<file path="config.mk">
export PLATFORM = sky130hd
export DESIGN_NAME = uef_event_flags
export DESIGN_NICKNAME = d
export VERILOG_FILES = /design/src/hdl/uef_event_flags.v
export VERILOG_INCLUDE_DIRS = /design/src /design/src/hdl
export SDC_FILE = /design/constraint.sdc
export NUM_CORES = 1
export LEC_CHECK = 0
export BUFFER_PORTS_ARGS = -buffer_cell sky130_fd_sc_hd__buf_4
export CORE_ASPECT_RATIO = 0.5
export CORE_UTILIZATION = 55
export CTS_BUF_LIST = sky130_fd_sc_hd__clkbuf_8
export DETAILED_ROUTE_END_ITERATION = 10
export PLACE_DENSITY = 0.82
export RECOVER_POWER = 25
export REMOVE_ABC_BUFFERS = 1
export SETUP_SLACK_MARGIN = 0.2
export SLEW_MARGIN = 15
export SYNTH_ARGS = -nofsm -noshare
export SYNTH_HDL_FRONTEND = slang
export SYNTH_SLANG_ARGS = --single-unit
</file>
<file path="constraint.sdc">
create_clock -name MCLK_IN -period 4.4 [get_ports MCLK_IN]
set_input_delay 0.88 -clock MCLK_IN [delete_from_list [all_inputs] [get_ports MCLK_IN]]
set_output_delay 0.88 -clock MCLK_IN [all_outputs]
set_load 0.02 [all_outputs]
</file>
<file path="src/hdl/uef_defines.vh">
`ifndef UEF_DEFINES_VH
`define UEF_DEFINES_VH
// Register indices (printed offsets), byte address is four times these
`define UEF_IDX_IN_FLAGS    8'h02
`define UEF_IDX_OUT_FLAGS   8'h04
`define UEF_IDX_CM_FLAGS    8'h06
`define UEF_IDX_IN_ENABLE   8'h07
`define UEF_IDX_OUT_ENABLE  8'h09
`define UEF_IDX_CM_ENABLE   8'h0B
`define UEF_IDX_FRAME_LOW   8'h0C
`define UEF_IDX_FRAME_HIGH  8'h0D
`define UEF_IDX_CONTROL     8'h10
`define UEF_IDX_STATUS      8'h11
// Enable reset values
`define UEF_RST_IN_ENABLE   4'hF
`define UEF_RST_OUT_ENABLE  4'hE
`define UEF_RST_CM_ENABLE   4'h6
// Common flag bit positions
`define UEF_BIT_SOF         3
`define UEF_BIT_RESET       2
`define UEF_BIT_RESUME      1
`define UEF_BIT_SUSPEND     0
// Control register bit positions
`define UEF_BIT_SUSP_EN     0
// Frame period 1 ms plus slack, in ns, and in cycles at 25 ns
`define UEF_FRAME_NS        1000000
`define UEF_CLK_NS          25
`define UEF_SOF_SLACK_NS    2000
`endif

</file>
<file path="src/hdl/uef_event_flags.v">
`timescale 1ns/100ps
`include "uef_defines.vh"
// Overview of the block
// Bus-side event pulses arrive already decoded and one cycle long.
// Each pulse lands in a sticky flag (resume only while suspended, suspend only when enabled); a read of the word clears it.
// The request line is the OR of enabled flags, taken from a flop.
// The frame number is held as one eleven-bit word so that both
// halves always belong to the same frame.
// A frame watchdog stands in for a token that never arrived.
// Limitation: the watchdog only runs after a first real token,
// since before that there is no frame time to predict.
// Register words are one byte wide, placed in bits 7:0 of a word.
module uef_event_flags #(
  parameter SOF_TIMEOUT = (`UEF_FRAME_NS + `UEF_SOF_SLACK_NS) / `UEF_CLK_NS
) (
  input  wire        MCLK_IN,        // System clock, 40 MHz
  input  wire        SYS_RST_IN,     // Async reset, active high
  input  wire        CLK_EN_IN,      // Freezes all state when low
  input  wire        USB_RST_IN,     // USB-side reset pulse
  input  wire        SOF_TOKEN_IN,   // Valid SOF token pulse
  input  wire [10:0] SOF_FRAME_IN,   // Frame number with SOF token
  input  wire        BUS_RESET_IN,   // Reset signaling detected pulse
  input  wire        BUS_RESUME_IN,  // Resume signaling detected pulse
  input  wire        BUS_SUSPEND_IN, // Suspend signaling detected pulse
  input  wire [3:0]  IN_EVENT_IN,    // IN endpoint event pulses
  input  wire [3:1]  OUT_EVENT_IN,   // OUT endpoint event pulses
  input  wire        AWVALID,        // Write address valid
  output reg         AWREADY,        // Write address ready
  input  wire [7:0]  AWADDR,         // Write byte address
  input  wire        WVALID,         // Write data valid
  output reg         WREADY,         // Write data ready
  input  wire [31:0] WDATA,          // Write data
  input  wire [3:0]  WSTRB,          // Write byte strobes
  output reg         BVALID,         // Write response valid
  input  wire        BREADY,         // Write response ready
  output reg  [1:0]  BRESP,          // Write response code
  input  wire        ARVALID,        // Read address valid
  output reg         ARREADY,        // Read address ready
  input  wire [7:0]  ARADDR,         // Read byte address
  output reg         RVALID,         // Read data valid
  input  wire        RREADY,         // Read data ready
  output reg  [31:0] RDATA,          // Read data
  output reg  [1:0]  RRESP,          // Read response code
  output reg         USB_IRQ_OUT,    // Combined interrupt, level
  output reg         SUSPEND_MD_OUT  // Suspend mode status
);
  reg  [3:0]  in_flags_ff;           // IN endpoint flags
  reg  [3:1]  out_flags_ff;          // OUT endpoint flags
  reg  [3:0]  cm_flags_ff;           // Common bus event flags
  reg  [3:0]  in_en_ff;              // IN enables
  reg  [3:1]  out_en_ff;             // OUT enables
  reg  [3:0]  cm_en_ff;              // Common enables
  reg         susp_en_ff;            // Suspend detect enable
  reg         susp_md_ff;            // Suspend mode status
  reg         resume_seen_ff;        // Resume detected since suspend
  reg  [10:0] frame_ff;              // Last frame number
  reg  [31:0] sof_cnt_ff;            // Time since last SOF
  reg         sof_armed_ff;          // A first SOF has been seen
  reg         aw_held_ff;            // Write address captured
  reg         w_held_ff;             // Write data captured
  reg  [7:0]  aw_addr_ff;            // Captured write address
  reg  [31:0] w_data_ff;             // Captured write data
  reg         w_lane0_ff;            // Low byte strobe captured
  reg  [7:0]  rd_data;               // Read mux result
  reg         rd_ok;                 // Read address mapped
  wire        aw_take;               // Address handshake
  wire        w_take;                // Data handshake
  wire        ar_take;               // Read address handshake
  wire        wr_go;                 // Write commits this cycle
  wire [5:0]  rd_idx;                // Read word index
  wire [5:0]  wr_idx;                // Write word index
  wire        rd_in;                 // Read of IN flags
  wire        rd_out;                // Read of OUT flags
  wire        rd_cm;                 // Read of common flags
  wire        sof_fake;              // Synthesized SOF
  wire        sof_evt;               // Real or synthesized SOF
  wire [3:0]  cm_set;                // Common flag set terms
  wire        irq_nxt;               // Next interrupt level

  // Handshake decode
  // A channel moves one item when valid and ready meet at an edge.
  // Address and data may come in either order; the write commits
  // only once both are held and no response is still pending.
  // Word index drops the two byte-select bits of the address.
  // Trade-off: ready stays low after each transfer until its response is taken,
  // which costs throughput but keeps a single transfer in flight
  // and makes the read-clear side effect happen exactly once.
  assign aw_take = AWVALID & AWREADY;
  assign w_take  = WVALID & WREADY;
  assign ar_take = ARVALID & ARREADY;
  assign wr_go   = aw_held_ff & w_held_ff & ~BVALID;
  assign rd_idx  = ARADDR[7:2];
  assign wr_idx  = aw_addr_ff[7:2];
  // Read-clear side effects fire on the accepted read address
  assign rd_in   = ar_take & (rd_idx == `UEF_IDX_IN_FLAGS);
  assign rd_out  = ar_take & (rd_idx == `UEF_IDX_OUT_FLAGS);
  assign rd_cm   = ar_take & (rd_idx == `UEF_IDX_CM_FLAGS);

  // Frame timer expiry stands in for a lost or corrupted SOF
  assign sof_fake = sof_armed_ff & (sof_cnt_ff >= SOF_TIMEOUT);
  assign sof_evt  = SOF_TOKEN_IN | sof_fake;

  // Common event sources with their qualifiers
  assign cm_set[`UEF_BIT_SOF]     = sof_evt;
  assign cm_set[`UEF_BIT_RESET]   = BUS_RESET_IN;
  assign cm_set[`UEF_BIT_RESUME]  = BUS_RESUME_IN & susp_md_ff;
  assign cm_set[`UEF_BIT_SUSPEND] = BUS_SUSPEND_IN & susp_en_ff;

  // Only enabled flags reach the request line
  assign irq_nxt = |(in_flags_ff & in_en_ff) |
                   |(out_flags_ff & out_en_ff) |
                   |(cm_flags_ff & cm_en_ff);

  // Read mux, reserved bits zero
  // Decoded from the live read address, so the value captured at
  // the accepting edge is the one before any clear takes effect.
  // Unused bit positions are tied low here rather than stored,
  // so no reserved bit can ever read back as one.
  // Unmapped words give zero data and a slave error response.
  always @* begin
    rd_ok   = 1'b1;
    rd_data = 8'h00;
    if (rd_idx == `UEF_IDX_IN_FLAGS) begin
      rd_data = {4'h0, in_flags_ff};
    end else if (rd_idx == `UEF_IDX_OUT_FLAGS) begin
      rd_data = {4'h0, out_flags_ff, 1'b0};
    end else if (rd_idx == `UEF_IDX_CM_FLAGS) begin
      rd_data = {4'h0, cm_flags_ff};
    end else if (rd_idx == `UEF_IDX_IN_ENABLE) begin
      rd_data = {4'h0, in_en_ff};
    end else if (rd_idx == `UEF_IDX_OUT_ENABLE) begin
      rd_data = {4'h0, out_en_ff, 1'b0};
    end else if (rd_idx == `UEF_IDX_CM_ENABLE) begin
      rd_data = {4'h0, cm_en_ff};
    end else if (rd_idx == `UEF_IDX_FRAME_LOW) begin
      rd_data = frame_ff[7:0];
    end else if (rd_idx == `UEF_IDX_FRAME_HIGH) begin
      rd_data = {5'h00, frame_ff[10:8]};
    end else if (rd_idx == `UEF_IDX_CONTROL) begin
      rd_data = {7'h00, susp_en_ff};
    end else if (rd_idx == `UEF_IDX_STATUS) begin
      rd_data = {6'h00, resume_seen_ff, susp_md_ff};
    end else begin
      rd_ok   = 1'b0;                                   // Unmapped
    end
  end

  // Bus slave handshakes; one read, one write at a time
  // Read data is registered on the same edge that takes the address.
  // Valid then stands until the master shows ready at an edge.
  // The write response follows once both halves are held.
  // Only the low byte lane carries register data; other lanes
  // are accepted and ignored.
  // Hazard: a new read is not taken while read data still stands,
  // otherwise a second clear could hit flags nobody has seen.
  always @(posedge MCLK_IN or posedge SYS_RST_IN) begin
    if (SYS_RST_IN) begin
      AWREADY    <= 1'b0;
      WREADY     <= 1'b0;
      BVALID     <= 1'b0;
      BRESP      <= 2'b00;
      ARREADY    <= 1'b0;
      RVALID     <= 1'b0;
      RDATA      <= 32'h0000_0000;
      RRESP      <= 2'b00;
      aw_held_ff <= 1'b0;
      w_held_ff  <= 1'b0;
      aw_addr_ff <= 8'h00;
      w_data_ff  <= 32'h0000_0000;
      w_lane0_ff <= 1'b0;
    end else if (CLK_EN_IN) begin
      // Each ready is offered only while its own channel holds nothing
      AWREADY <= ~aw_held_ff & ~aw_take & ~BVALID;
      WREADY  <= ~w_held_ff & ~w_take & ~BVALID;
      ARREADY <= ~RVALID & ~ar_take;
      if (aw_take) begin
        aw_held_ff <= 1'b1;
        aw_addr_ff <= AWADDR;
      end
      if (w_take) begin
        w_held_ff  <= 1'b1;
        w_data_ff  <= WDATA;
        w_lane0_ff <= WSTRB[0];
      end
      if (wr_go) begin
        BVALID     <= 1'b1;
        aw_held_ff <= 1'b0;
        w_held_ff  <= 1'b0;
        // Writes to flag and frame words are ignored, answered OKAY
        BRESP <= (wr_idx <= `UEF_IDX_STATUS) ? 2'b00 : 2'b10;
      end else if (BVALID & BREADY) begin
        BVALID <= 1'b0;
      end
      if (ar_take) begin
        RVALID <= 1'b1;
        RDATA  <= {24'h00_0000, rd_data};
        RRESP  <= rd_ok ? 2'b00 : 2'b10;
      end else if (RVALID & RREADY) begin
        RVALID <= 1'b0;
      end
    end
  end

  // Writable enables and control; flags and frame are read-only
  // A bus reset turns on every source except suspend, so that the
  // software sees reset and frame events before it has set up.
  // Suspend stays masked because it would fire while the host is
  // still bringing the bus up.
  // Writes need the low byte strobe; a write without it is a
  // no-op that is still answered.
  always @(posedge MCLK_IN or posedge SYS_RST_IN) begin
    if (SYS_RST_IN) begin
      in_en_ff   <= `UEF_RST_IN_ENABLE;
      out_en_ff  <= 3'h7;
      cm_en_ff   <= `UEF_RST_CM_ENABLE;
      susp_en_ff <= 1'b0;
    end else if (CLK_EN_IN) begin
      if (USB_RST_IN | BUS_RESET_IN) begin
        // Bus reset enables all but suspend
        in_en_ff <= 4'hF;
        out_en_ff <= 3'h7;
        cm_en_ff <= `UEF_RST_CM_ENABLE | 4'h8;
      end else if (wr_go & w_lane0_ff) begin
        if (wr_idx == `UEF_IDX_IN_ENABLE) begin
          in_en_ff <= w_data_ff[3:0];
        end else if (wr_idx == `UEF_IDX_OUT_ENABLE) begin
          out_en_ff <= w_data_ff[3:1];
        end else if (wr_idx == `UEF_IDX_CM_ENABLE) begin
          cm_en_ff <= w_data_ff[3:0];
        end else if (wr_idx == `UEF_IDX_CONTROL) begin
          susp_en_ff <= w_data_ff[`UEF_BIT_SUSP_EN];
        end
      end
    end
  end

  // Sticky flags: a set in the clearing cycle wins
  // Why: an event landing in the same cycle as the clearing read
  // was not part of the data returned, so dropping it would lose
  // it for good; keeping it just means one more interrupt.
  // Flags clear on the accepting edge of the read address.
  // A USB-side reset pulse empties every flag at once.
  // Software writes never reach these flops.
  always @(posedge MCLK_IN or posedge SYS_RST_IN) begin
    if (SYS_RST_IN) begin
      in_flags_ff  <= 4'h0;
      out_flags_ff <= 3'h0;
      cm_flags_ff  <= 4'h0;
    end else if (CLK_EN_IN) begin
      if (USB_RST_IN) begin
        in_flags_ff  <= 4'h0;
        out_flags_ff <= 3'h0;
        cm_flags_ff  <= 4'h0;
      end else begin
        in_flags_ff  <= (rd_in ? 4'h0 : in_flags_ff) | IN_EVENT_IN;
        out_flags_ff <= (rd_out ? 3'h0 : out_flags_ff) | OUT_EVENT_IN;
        cm_flags_ff  <= (rd_cm ? 4'h0 : cm_flags_ff) | cm_set;
      end
    end
  end

  // Suspend mode tracking; cleared by reset or a resume read
  // Entry needs suspend detection enabled in the control word.
  // A resume while suspended is remembered until the common flag
  // word is read; that read then takes the device out of suspend.
  // Reset signaling on the bus always ends suspend at once.
  // Priority: reset, then the clearing read, then new events.
  always @(posedge MCLK_IN or posedge SYS_RST_IN) begin
    if (SYS_RST_IN) begin
      susp_md_ff     <= 1'b0;
      resume_seen_ff <= 1'b0;
    end else if (CLK_EN_IN) begin
      if (USB_RST_IN | BUS_RESET_IN) begin
        susp_md_ff     <= 1'b0;
        resume_seen_ff <= 1'b0;
      end else if (rd_cm & resume_seen_ff) begin
        susp_md_ff     <= 1'b0;
        resume_seen_ff <= 1'b0;
      end else if (BUS_RESUME_IN & susp_md_ff) begin
        resume_seen_ff <= 1'b1;
      end else if (BUS_SUSPEND_IN & susp_en_ff) begin
        susp_md_ff <= 1'b1;
      end
    end
  end

  // Frame capture and SOF watchdog; watchdog silent while suspended
  // All eleven bits load together from the token's frame field.
  // The counter restarts on every real or synthesized frame.
  // Limitation: a synthesized frame keeps the old frame number,
  // since no number was received for it.
  // While suspended the host sends no frames, so the watchdog is
  // disarmed to avoid a stream of false frame events.
  // The counter is wide on purpose so long timeouts fit.
  always @(posedge MCLK_IN or posedge SYS_RST_IN) begin
    if (SYS_RST_IN) begin
      frame_ff     <= 11'h000;
      sof_cnt_ff   <= 32'h0000_0000;
      sof_armed_ff <= 1'b0;
    end else if (CLK_EN_IN) begin
      if (USB_RST_IN | BUS_RESET_IN) begin
        frame_ff     <= 11'h000;
        sof_cnt_ff   <= 32'h0000_0000;
        sof_armed_ff <= 1'b0;
      end else if (SOF_TOKEN_IN) begin
        frame_ff     <= SOF_FRAME_IN;
        sof_cnt_ff   <= 32'h0000_0001;
        sof_armed_ff <= 1'b1;
      end else if (susp_md_ff) begin
        sof_armed_ff <= 1'b0;                           // No frames
      end else if (sof_fake) begin
        sof_cnt_ff <= 32'h0000_0001;
      end else if (sof_armed_ff) begin
        sof_cnt_ff <= sof_cnt_ff + 32'h0000_0001;
      end
    end
  end

  // Registered outputs
  // Both pins come straight from flops so they never glitch
  // while the flag logic settles; the cost is one cycle of delay
  // between a flag setting and the request line rising.
  // Suspend status follows the internal state one cycle late.
  always @(posedge MCLK_IN or posedge SYS_RST_IN) begin
    if (SYS_RST_IN) begin
      USB_IRQ_OUT    <= 1'b0;
      SUSPEND_MD_OUT <= 1'b0;
    end else if (CLK_EN_IN) begin
      USB_IRQ_OUT    <= irq_nxt;
      SUSPEND_MD_OUT <= susp_md_ff;
    end
  end
endmodule // uef_event_flags
</file>
==> results of run 1 <==
worst max-delay path: stages:
cell and delay (ns):
clkbuf_4 0.11, clkinvlp_2 0.68, clkbuf_1 1.41
final cells by class:
cell class | count | area [µm²]
clock buffer | 9 | 124
clock inverter | 7 | 60.1
fill | 698 | 3110
inverter | 16 | 61.3
multi-input combinational | 361 | 2310
sequential | 99 | 2490
tap | 117 | 146
timing repair buffer | 67 | 499
cells by family (layout without fill, tap and decap cells):
family / after synthesis / in the layout / share of synthesized area, %
and+or+nand+nor: 176 / 176 / 17.8
AOI/OAI and AO/OA: 103 / 103 / 14.9
DFF: 99 / 99 / 49.5
buffers and inverters: 60 / 99 / 6.57
muxes: 30 / 30 / 6.52
xor gates and xnor gates: 24 / 24 / 4.18
adders and majority gates: 2 / 2 / 0.497
other: 1 / 26 / 0.0745
registers in the layout (all words and copies together), names as in the netlist, 3 cells and up:
| signal | count |
|---|---|
| RDATA | 8 |
| aw_addr_ff | 6 |
| cm_en_ff | 4 |
| cm_flags_ff | 4 |
| frame_ff | 11 |
| in_en_ff | 4 |
| in_flags_ff | 4 |
| out_en_ff | 3 |
| out_flags_ff | 3 |
| sof_cnt_ff | 32 |
| w_data_ff | 4 |
report_power, final:
group / internal [µW] / switching, µW / leakage, µW
registers: 1060 / 128 / 0.00128
logic: 228 / 242 / 0.00117
clock network: 215 / 342 / 0.0000913
worst paths after layout:
kind,from,end,slack (ns),depth (start not counted)
min in group asynchronous,SYS_RST_IN,AWREADY,0.73,2
worst min-delay path,RDATA[2],RDATA[2],0.49,2
worst max-delay path,SYS_RST_IN,RDATA[6],1.42,3
max in group MCLK_IN,CLK_EN_IN,cm_en_ff[3],1.92,6
worst min register to register,RDATA[2],RDATA[2],0.49,2
worst max register to register,sof_cnt_ff[10],sof_cnt_ff[3],2.30,6
cells in the final DEF, fill, tap and decap left out, types with 4 or more instances in the layout:
cell	Yosys	routed
xnor2_1	15	15
o22a_1	4	4
inv_1	16	15
nand3_1	13	13
nand4_1	7	7
clkbuf_8	0	9
dfstp_2	9	9
nor2b_1	5	5
and4_1	4	4
nor2_1	55	55
and2_1	5	5
and3_1	5	5
a221oi_1	4	4
mux2i_1	8	8
buf_4	26	65
dfrtp_1	90	90
nor4_1	12	12
nand2_1	36	36
or3_1	8	8
a31oi_1	6	6
o21ai_0	20	20
o22ai_1	4	4
mux2_2	22	22
a21oi_1	10	10
conb_1	1	26
a22o_1	18	18
or2_2	4	4
a211oi_1	4	4
xor2_1	9	9
a22oi_1	8	8
nor3_1	6	6
metrics by stage:
stage | hold WS (ns) | std cells
final | 0.494 | 676
after global routing | 0.531 | 676
after CTS | 0.478 | 676
after detailed placement | 0.474 | 660
after global placement | 0.467 | 660
after floorplan | 0.465 | 476
layer usage:
metal  track usage, %  up-vias  part of all wire (%)
met1             32.6     1884                    46
met4             6.11        0                  0.95
met5                0        -                     0
met3             5.26        9                   5.5
met2             39.9      118                    48
li1                 -     1861                     -
==> results.txt, run 1 <==
worst setup margin - 1.42 ns
Synth area leader - dfrtp_1
Hold Path Class - reg2reg
Cells after Synth - 495
Overall Global Routing Usage - 24.2%
async set-reset flop share out of synthesis - 100%
Fin. Hold Viols - 0
routability-driven placement congestion ratio - 0.849
Critical Path AT - 3.11 ns
input/output buffers - 64
Final HPWL DP - 7670 µm
minimum clock period - 2.98 ns
Rows - 24
CTS tree - yes
final clock period utilization by the worst path - 67.7%
clk sinks - 99
die area - 9560 µm²
Slew @ Worst Pin - 1.87 ns
Antenna Cells - 0
top-area cell type share of the netlist area - 44.8%
Root Driver - clkbuf_8
Die W - 137 µm
Max transition margin - -24.9%
H-tree Lvls - 3
post-CTS setup buffer count - 0
Seq/Total Area, Yosys - 49.5%
Worst EP required - 4.54 ns
RSZ-0062 raised after global routing - no
CTS buffer count - 9
EDFF count, synth - 0
outcome - complete, but fails checks
Slew Limit Fails - 38
violated checks - capacitance limit, slew limit
Setup violations, final - 0
post-synthesis cell type count - 58
Post-DP Area - 5510 µm²
largest net degree at the start of global routing - 38
Fmax - 336 MHz
Post-synth top cells - 90 x dfrtp_1, 55 x nor2_1, 36 x nand2_1, 26 x buf_4, 22 x mux2_2
Power per Cell Area - 389 nW/µm²
Worst Path Class, Setup - in2async
Routed wire per std cell - 15.6 µm
top-level port count - 126
DRC viols - 0
Pre-antenna DRT Iters - 4
yosys warns - 0
clk slew on worst S/H paths - 0.10 ns
CTS Buffer Depth - 2
startpoint types - input port
Worst Path Max Fanout - 37
total power - 2210 µW
setup TNS - 0 ns
hold-fix buffers at CTS - 0
Total Nets Final - 639
drt total wl - 10600 µm
Fin Clk Skew - 0.0197 ns
Max VDD drop - 0.000212 V
Starting Density - 57.2%
area growth from synthesis to layout - 13.1%
most common cell in the netlist - dfrtp_1
die height - 69.6 µm
PostCTS Resize Cnt - 0
synthesized area - 5030 µm²
initial antenna violation count - 0
Congestion Overflow GR - 0
vias in the first global route - 3762
DRT antenna net count - 0
Max Cap Viol - 1
Via-to-Cell Ratio - 5.73
syn avg cell area - 10.2 µm²
final core utilization - 64.7%
Synth Register Bits - 99
P_leak - 0.00254 µW
synth top area cells - dfrtp_1 45%, mux2_2 4.9%, dfstp_2 4.7%
ys flop type - dfrtp_1
DRT iter0 DRCs - 251
DP Worst Slack - 1.53 ns
Via Count - 3872
core area - 8800 µm²
Clk Latency, worst-skew pair - 0.39 ns
Final Cell Area - 5690 µm²
first-pass GRT wire length - 18100 µm
share of layout cells above drive strength 1 - 22.0%
Setup crit end kind - asynchronous set/reset pin
Power figures use the tool's default switching activity.
==> run 2: changes to the inputs <==
--- a/config.mk
+++ b/config.mk
@@ -8,10 +8,10 @@
 export LEC_CHECK = 0
 export BUFFER_PORTS_ARGS = -buffer_cell sky130_fd_sc_hd__buf_4
 export CORE_ASPECT_RATIO = 0.5
-export CORE_UTILIZATION = 55
+export CORE_UTILIZATION = 50
 export CTS_BUF_LIST = sky130_fd_sc_hd__clkbuf_8
 export DETAILED_ROUTE_END_ITERATION = 10
-export PLACE_DENSITY = 0.82
+export PLACE_DENSITY = 0.79
 export RECOVER_POWER = 25
 export REMOVE_ABC_BUFFERS = 1
 export SETUP_SLACK_MARGIN = 0.2
==> constraint.sdc (replaced) <==
create_clock -name MCLK_IN -period 2.6 [get_ports MCLK_IN]
set_input_delay 0.52 -clock MCLK_IN [delete_from_list [all_inputs] [get_ports MCLK_IN]]
set_output_delay 0.52 -clock MCLK_IN [all_outputs]
set_load 0.02 [all_outputs]
==> results.txt, run 2 (synthesis gave the netlist of run 1 again) <==
core area - 9600 µm² (+9.1%)
Total Nets Final - 645 (+0.94%)
Worst EP required - 2.85 ns (-1.69 ns)
input/output buffers - 64 (unchanged)
Worst Path Class, Setup - reg2reg
clk sinks - 99 (unchanged)
Via Count - 3916 (+1.1%)
Die W - 144 µm (+4.8%)
Post-DP Area - 5590 µm² (+1.4%)
violated checks - capacitance limit, slew limit
area growth from synthesis to layout - 14.6%
post-CTS setup buffer count - 0 (unchanged)
Max VDD drop - 0.000247 V (+17%)
CTS tree - yes
die area - 10500 µm² (+9.8%)
crit path buf inv count - 1 (-2)
Power per Cell Area - 648 nW/µm² (+67%)
initial antenna violation count - 0 (unchanged)
startpoint types - flop
Fmax - 487 MHz
Routed wire per std cell - 15.2 µm (-2.7%)
Slew Limit Fails - 34 (-11%)
Via-to-Cell Ratio - 5.59 (-2.3%)
Biggest register - sof_cnt_ff
die height - 72.9 µm (+4.7%)
Rows - 25 (+4.2%)
Max transition margin - -2.85% (+22 points)
DRT iter0 DRCs - 177 (-29%)
minimum clock period - 2.05 ns
Final HPWL DP - 7760 µm (+1.2%)
total power - 3740 µW (+69%)
DRT antenna net count - 0 (unchanged)
Root Driver - clkbuf_8
Crit path max-delay family - compound AO/OA/AOI/OAI gates
slowest stage cell on the critical path - dfrtp_1
worst setup margin - 0.548 ns (-0.875 ns)
Fin. Hold Viols - 0 (unchanged)
PostCTS Resize Cnt - 0 (unchanged)
most frequent cells in the layout - 90 x dfrtp_1, 71 x buf_4, 55 x nor2_1
drt total wl - 10700 µm (+0.72%)
Overall Global Routing Usage - 21.5% (-2.8 points)
max incr delay on CP - 0.44 ns (-0.97 ns)
RSZ-0062 raised after global routing - no
H-tree Lvls - 3 (unchanged)
share of layout cells above drive strength 1 - 22.7% (+0.65 points)
Antenna Cells - 0 (unchanged)
CP Cell Sequence - nand4_1 -> a2111oi_0 -> o31ai_1 -> a21boi_1 -> buf_4 -> nor2_1
Congestion Overflow GR - 0 (unchanged)
Setup crit end kind - flop
Worst Path Max Fanout - 30 (-19%)
top sig layer - met4
Pre-antenna DRT Iters - 4 (unchanged)
DP Worst Slack - 0.342 ns (-1.19 ns)
top-level port count - 126 (unchanged)
Critical Path AT - 2.30 ns (-0.81 ns)
outcome - complete, but fails checks
max reg flops - 32 (unchanged)
Clk Latency, worst-skew pair - 0.38 ns (about the same)
metal3 WL - 529 µm (-8.8%)
vias in the first global route - 3617 (-3.9%)
routability-driven placement congestion ratio - 0.834 (-1.7%)
Hold Path Class - in2reg
hold-fix buffers at CTS - 0 (unchanged)
P_leak - 0.00259 µW (+1.9%)
Largest regs - sof_cnt_ff (32), frame_ff (11), RDATA (8)
clk slew on worst S/H paths - 0.09 ns (about the same)
CTS Buffer Depth - 2 (unchanged)
commonest non-fill, non-tap cell in the layout - dfrtp_1
DRC viols - 0 (unchanged)
M1 WL - 4950 µm (+3.0%)
Fin Clk Skew - 0.0124 ns (-0.00727 ns)
CTS buffer count - 9 (unchanged)
Setup violations, final - 0 (unchanged)
largest net degree at the start of global routing - 46 (+21%)
final clock period utilization by the worst path - 78.9%
first-pass GRT wire length - 17300 µm (-4.6%)
Slew @ Worst Pin - 1.53 ns (-0.339 ns)
Final Cell Area - 5770 µm² (+1.4%)
Max Cap Viol - 1 (unchanged)
met2 wire length - 5050 µm (-0.73%)
Starting Density - 52.4% (-4.8 points)
==> run 2: worst register-to-register path, cell delays in order (launching register included) <==
cell and delay [ns]:
dfrtp_1 0.44, nand4_1 0.27, a2111oi_0 0.44, o31ai_1 0.19, a21boi_1 0.17, buf_4 0.31, nor2_1 0.11
==> run 2: layout make-up <==
cell class | instances | area, µm²
Sequential cell | 99 | 2490
Tap cell | 135 | 169
Timing Repair Buffer | 73 | 561
Inverter | 16 | 61.3
Fill cell | 787 | 3830
Clock inverter | 4 | 17.5
Multi-Input combinational cell | 361 | 2310
Clock buffer | 12 | 165
==> run 2: per-layer routing <==
layer  up-vias  GRT usage [%]
li1       1876              -
met1      1930           28.6
met2        97           34.7
met3        13           5.18
met4         0           7.33
met5         -              0
==> run 2: report_power, final <==
part	switching (µW)	internal (µW)	total, µW
registers	221	1790	2010
logic	407	397	804
clock network	510	417	927
total	1140	2600	3740
==> run 2: path summary, 6_finish.rpt <==
check	endpoint	cells after the start	slack, ns	start
worst max-delay path	sof_cnt_ff[15]	6	0.55	sof_cnt_ff[10]
worst max register to register	sof_cnt_ff[15]	6	0.55	sof_cnt_ff[10]
worst min register to register	RRESP[1]	2	0.49	RRESP[1]
min in group asynchronous	cm_flags_ff[2]	2	0.50	SYS_RST_IN
worst min-delay path	frame_ff[3]	2	0.36	SOF_FRAME_IN[3]
max in group asynchronous	cm_en_ff[1]	3	1.12	SYS_RST_IN
==> run 2: per-stage QoR <==
step | utilization [%] | TNS (ns) | hold WS [ns] | instances
2_1_floorplan | - | -44.60 | 0.465 | 476
3_3_place_gp | 58.2 | 0 | 0.467 | 684
3_5_place_dp | 58.2 | 0 | 0.476 | 684
4_1_cts | 60.1 | 0 | 0.157 | 700
5_1_grt | 60.1 | 0 | 0.347 | 700
6_report | 60.1 | 0 | 0.361 | 700
==> run 3: changes to the inputs <==
--- a/config.mk
+++ b/config.mk
@@ -8,10 +8,10 @@
 export LEC_CHECK = 0
 export BUFFER_PORTS_ARGS = -buffer_cell sky130_fd_sc_hd__buf_4
 export CORE_ASPECT_RATIO = 0.5
-export CORE_UTILIZATION = 50
+export CORE_UTILIZATION = 55
 export CTS_BUF_LIST = sky130_fd_sc_hd__clkbuf_8
 export DETAILED_ROUTE_END_ITERATION = 10
-export PLACE_DENSITY = 0.79
+export PLACE_DENSITY = 0.82
 export RECOVER_POWER = 25
 export REMOVE_ABC_BUFFERS = 1
 export SETUP_SLACK_MARGIN = 0.2
==> constraint.sdc (replaced) <==
create_clock -name MCLK_IN -period 2.1 [get_ports MCLK_IN]
set_input_delay 0.42 -clock MCLK_IN [delete_from_list [all_inputs] [get_ports MCLK_IN]]
set_output_delay 0.42 -clock MCLK_IN [all_outputs]
set_load 0.02 [all_outputs]
==> results.txt, run 3 (synthesis gave the netlist of run 1 again) <==
Max VDD drop - 0.000398 V (+61%)
Overall Global Routing Usage - 24.9% (+3.4 points)
Clk Latency, worst-skew pair - 0.36 ns (-0.02 ns)
minimum clock period - 1.83 ns (-0.221 ns)
sequential share of power - 52.8% (-0.9 points)
DRC viols - 0 (unchanged)
largest net degree at the start of global routing - 42 (-8.7%)
Final HPWL DP - 8080 µm (+4.0%)
share of layout cells above drive strength 1 - 26.0% (+3.3 points)
CTS buffer count - 9 (unchanged)
Switching Share - 29.9% (-0.51 points)
Switch Pwr - 1410 µW (+24%)
Slew @ Worst Pin - 1.14 ns (-0.391 ns)
Fmax - 546 MHz (+12%)
Via-to-Cell Ratio - 5.85 (+4.6%)
clk slew on worst S/H paths - 0.09 ns (about the same)
Internal - 3300 µW (+27%)
H-tree Lvls - 3 (unchanged)
Die W - 137 µm (-4.6%)
Worst Reg-to-Reg Cells - 5 (-1)
Setup violations, final - 0 (unchanged)
die height - 69.6 µm (-4.5%)
Total Nets Final - 665 (+3.1%)
Biggest register - sof_cnt_ff
Congestion Overflow GR - 0 (unchanged)
final clock period utilization by the worst path - 87.2% (+8.3 points)
Via Count - 4108 (+4.9%)
area growth from synthesis to layout - 18.4%
CTS Buffer Depth - 2 (unchanged)
Largest regs - sof_cnt_ff (32), frame_ff (11), RDATA (8)
first-pass GRT wire length - 18500 µm (+7.5%)
most frequent cells in the layout - 90 x dfrtp_1, 89 x buf_4, 55 x nor2_1
Fin. Hold Viols - 0 (unchanged)
DRT antenna net count - 0 (unchanged)
Power per Cell Area - 790 nW/µm² (+22%)
Max Cap Viol - 0 (-1)
CTS tree - yes
die area - 9560 µm² (-8.9%)
core area - 8800 µm² (-8.4%)
Antenna Cells - 0 (unchanged)
Worst Path Max Fanout - 5 (-83%)
routability-driven placement congestion ratio - 0.851 (+2.1%)
total power - 4710 µW (+26%)
Hold WS - 0.270 ns (-0.0908 ns)
clk sinks - 99 (unchanged)
vias in the first global route - 3880 (+7.3%)
DP Worst Slack - -0.00965 ns (-0.352 ns)
Routed wire per std cell - 15.8 µm (+3.9%)
Clock Power Share - 25.1% (+0.3 points)
Fin Clk Skew - 0.00900 ns (-0.00344 ns)
top-level port count - 126 (unchanged)
RSZ-0062 raised after global routing - yes
Setup crit end kind - flop
startpoint types - flop
DRT iter0 DRCs - 192 (+8.5%)
Comb pwr share - 22.1% (+0.6 points)
max reg flops - 32 (unchanged)
R2R setup slack - 0.27 ns (-0.28 ns)
Max transition margin - 23.3% (+26 points)
outcome - finished, final reports clean
Worst EP required - 2.36 ns (-0.49 ns)
Rows - 24 (-4.0%)
Worst Path Class, Setup - reg2reg
Slew Limit Fails - 0 (-100%)
fillers - 673 (-14%)
initial antenna violation count - 0 (unchanged)
hold-critical path depth - 2 (unchanged)
Pre-antenna DRT Iters - 5 (+1)
Critical Path AT - 2.09 ns (-0.21 ns)
drt total wl - 11100 µm (+4.2%)
input/output buffers - 64 (unchanged)
commonest non-fill, non-tap cell in the layout - dfrtp_1
Hold Path Class - in2reg
worst setup margin - 0.269 ns (-0.279 ns)
Starting Density - 57.2% (+4.8 points)
Root Driver - clkbuf_8
P_leak - 0.00270 µW (+4.1%)
[run 3: cell types whose count changed in the layout (fill, tap and decap cells not counted), sizes merged]
cell    change
inv         +1
buf        +19
bufinv      +1
clkbuf      -1
[run 3: power by group through the flow]
stage	sequential, µW	clock (µW)	combinational (µW)
after CTS	2480	1210	1040
after floorplan	2540	0	547
after global routing	2530	1280	1150
final	2490	1180	1040
after global placement	2500	0	997
after detailed placement	2510	0	1030
[run 3: metal layers]
metal	GRT usage, %	vias up	part of all wire [%]
met2	40.1	164	48
met5	0	-	0
met3	5.12	28	5.6
met1	33.3	2007	44
met4	9.04	0	2.2
li1	-	1909	-
[run 3: final cells by class]
cell class / instances / area [µm²] / area share (%)
inverters: 16 / 61.3 / 1.03
flip-flops and latches: 99 / 2490 / 41.8
repair buffers: 93 / 719 / 12.1
clock inverters: 6 / 51.3 / 0.861
clock buffers: 10 / 138 / 2.31
well taps: 117 / 146 / 2.46
multi-input cells: 361 / 2350 / 39.5
[run 3: repair_timing]
| item | 4_1_cts | 5_1_grt |
|---|---|---|
| setup buffers | 1 | 0 |
| resized for setup | 1 | 8 |
| hold buffers | 0 | 0 |
| setup endpoints to repair | 3 | 19 |
[run 3: path summary, 6_finish.rpt]
kind / from / to
min reg2reg: RRESP[1] / RRESP[1]
max in group asynchronous: SYS_RST_IN / RVALID
max reg2reg: BVALID / cm_en_ff[3]
max: BVALID / cm_en_ff[3]
min: SOF_FRAME_IN[10] / frame_ff[10]
min in group asynchronous: SYS_RST_IN / AWREADY
[run 3: worst max-delay path, stage by stage (launching register included)]
cell      delay, ns
dfrtp_1        0.42
nand4b_1       0.23
or2_2          0.33
o21ai_2        0.15
a21boi_4       0.24
mux2_2         0.35
[run 3: stage by stage]
| step | std cells | util (%) | setup TNS, ns | cell area, µm² |
|---|---|---|---|---|
| after floorplan | 476 | - | -94.79 | 4850 |
| after global placement | 685 | 65.0 | 0 | 5720 |
| after detailed placement | 685 | 65.0 | -0.00965 | 5720 |
| after CTS | 702 | 67.4 | 0 | 5930 |
| after global routing | 702 | 67.7 | 0 | 5960 |
| final | 702 | 67.7 | 0 | 5960 |
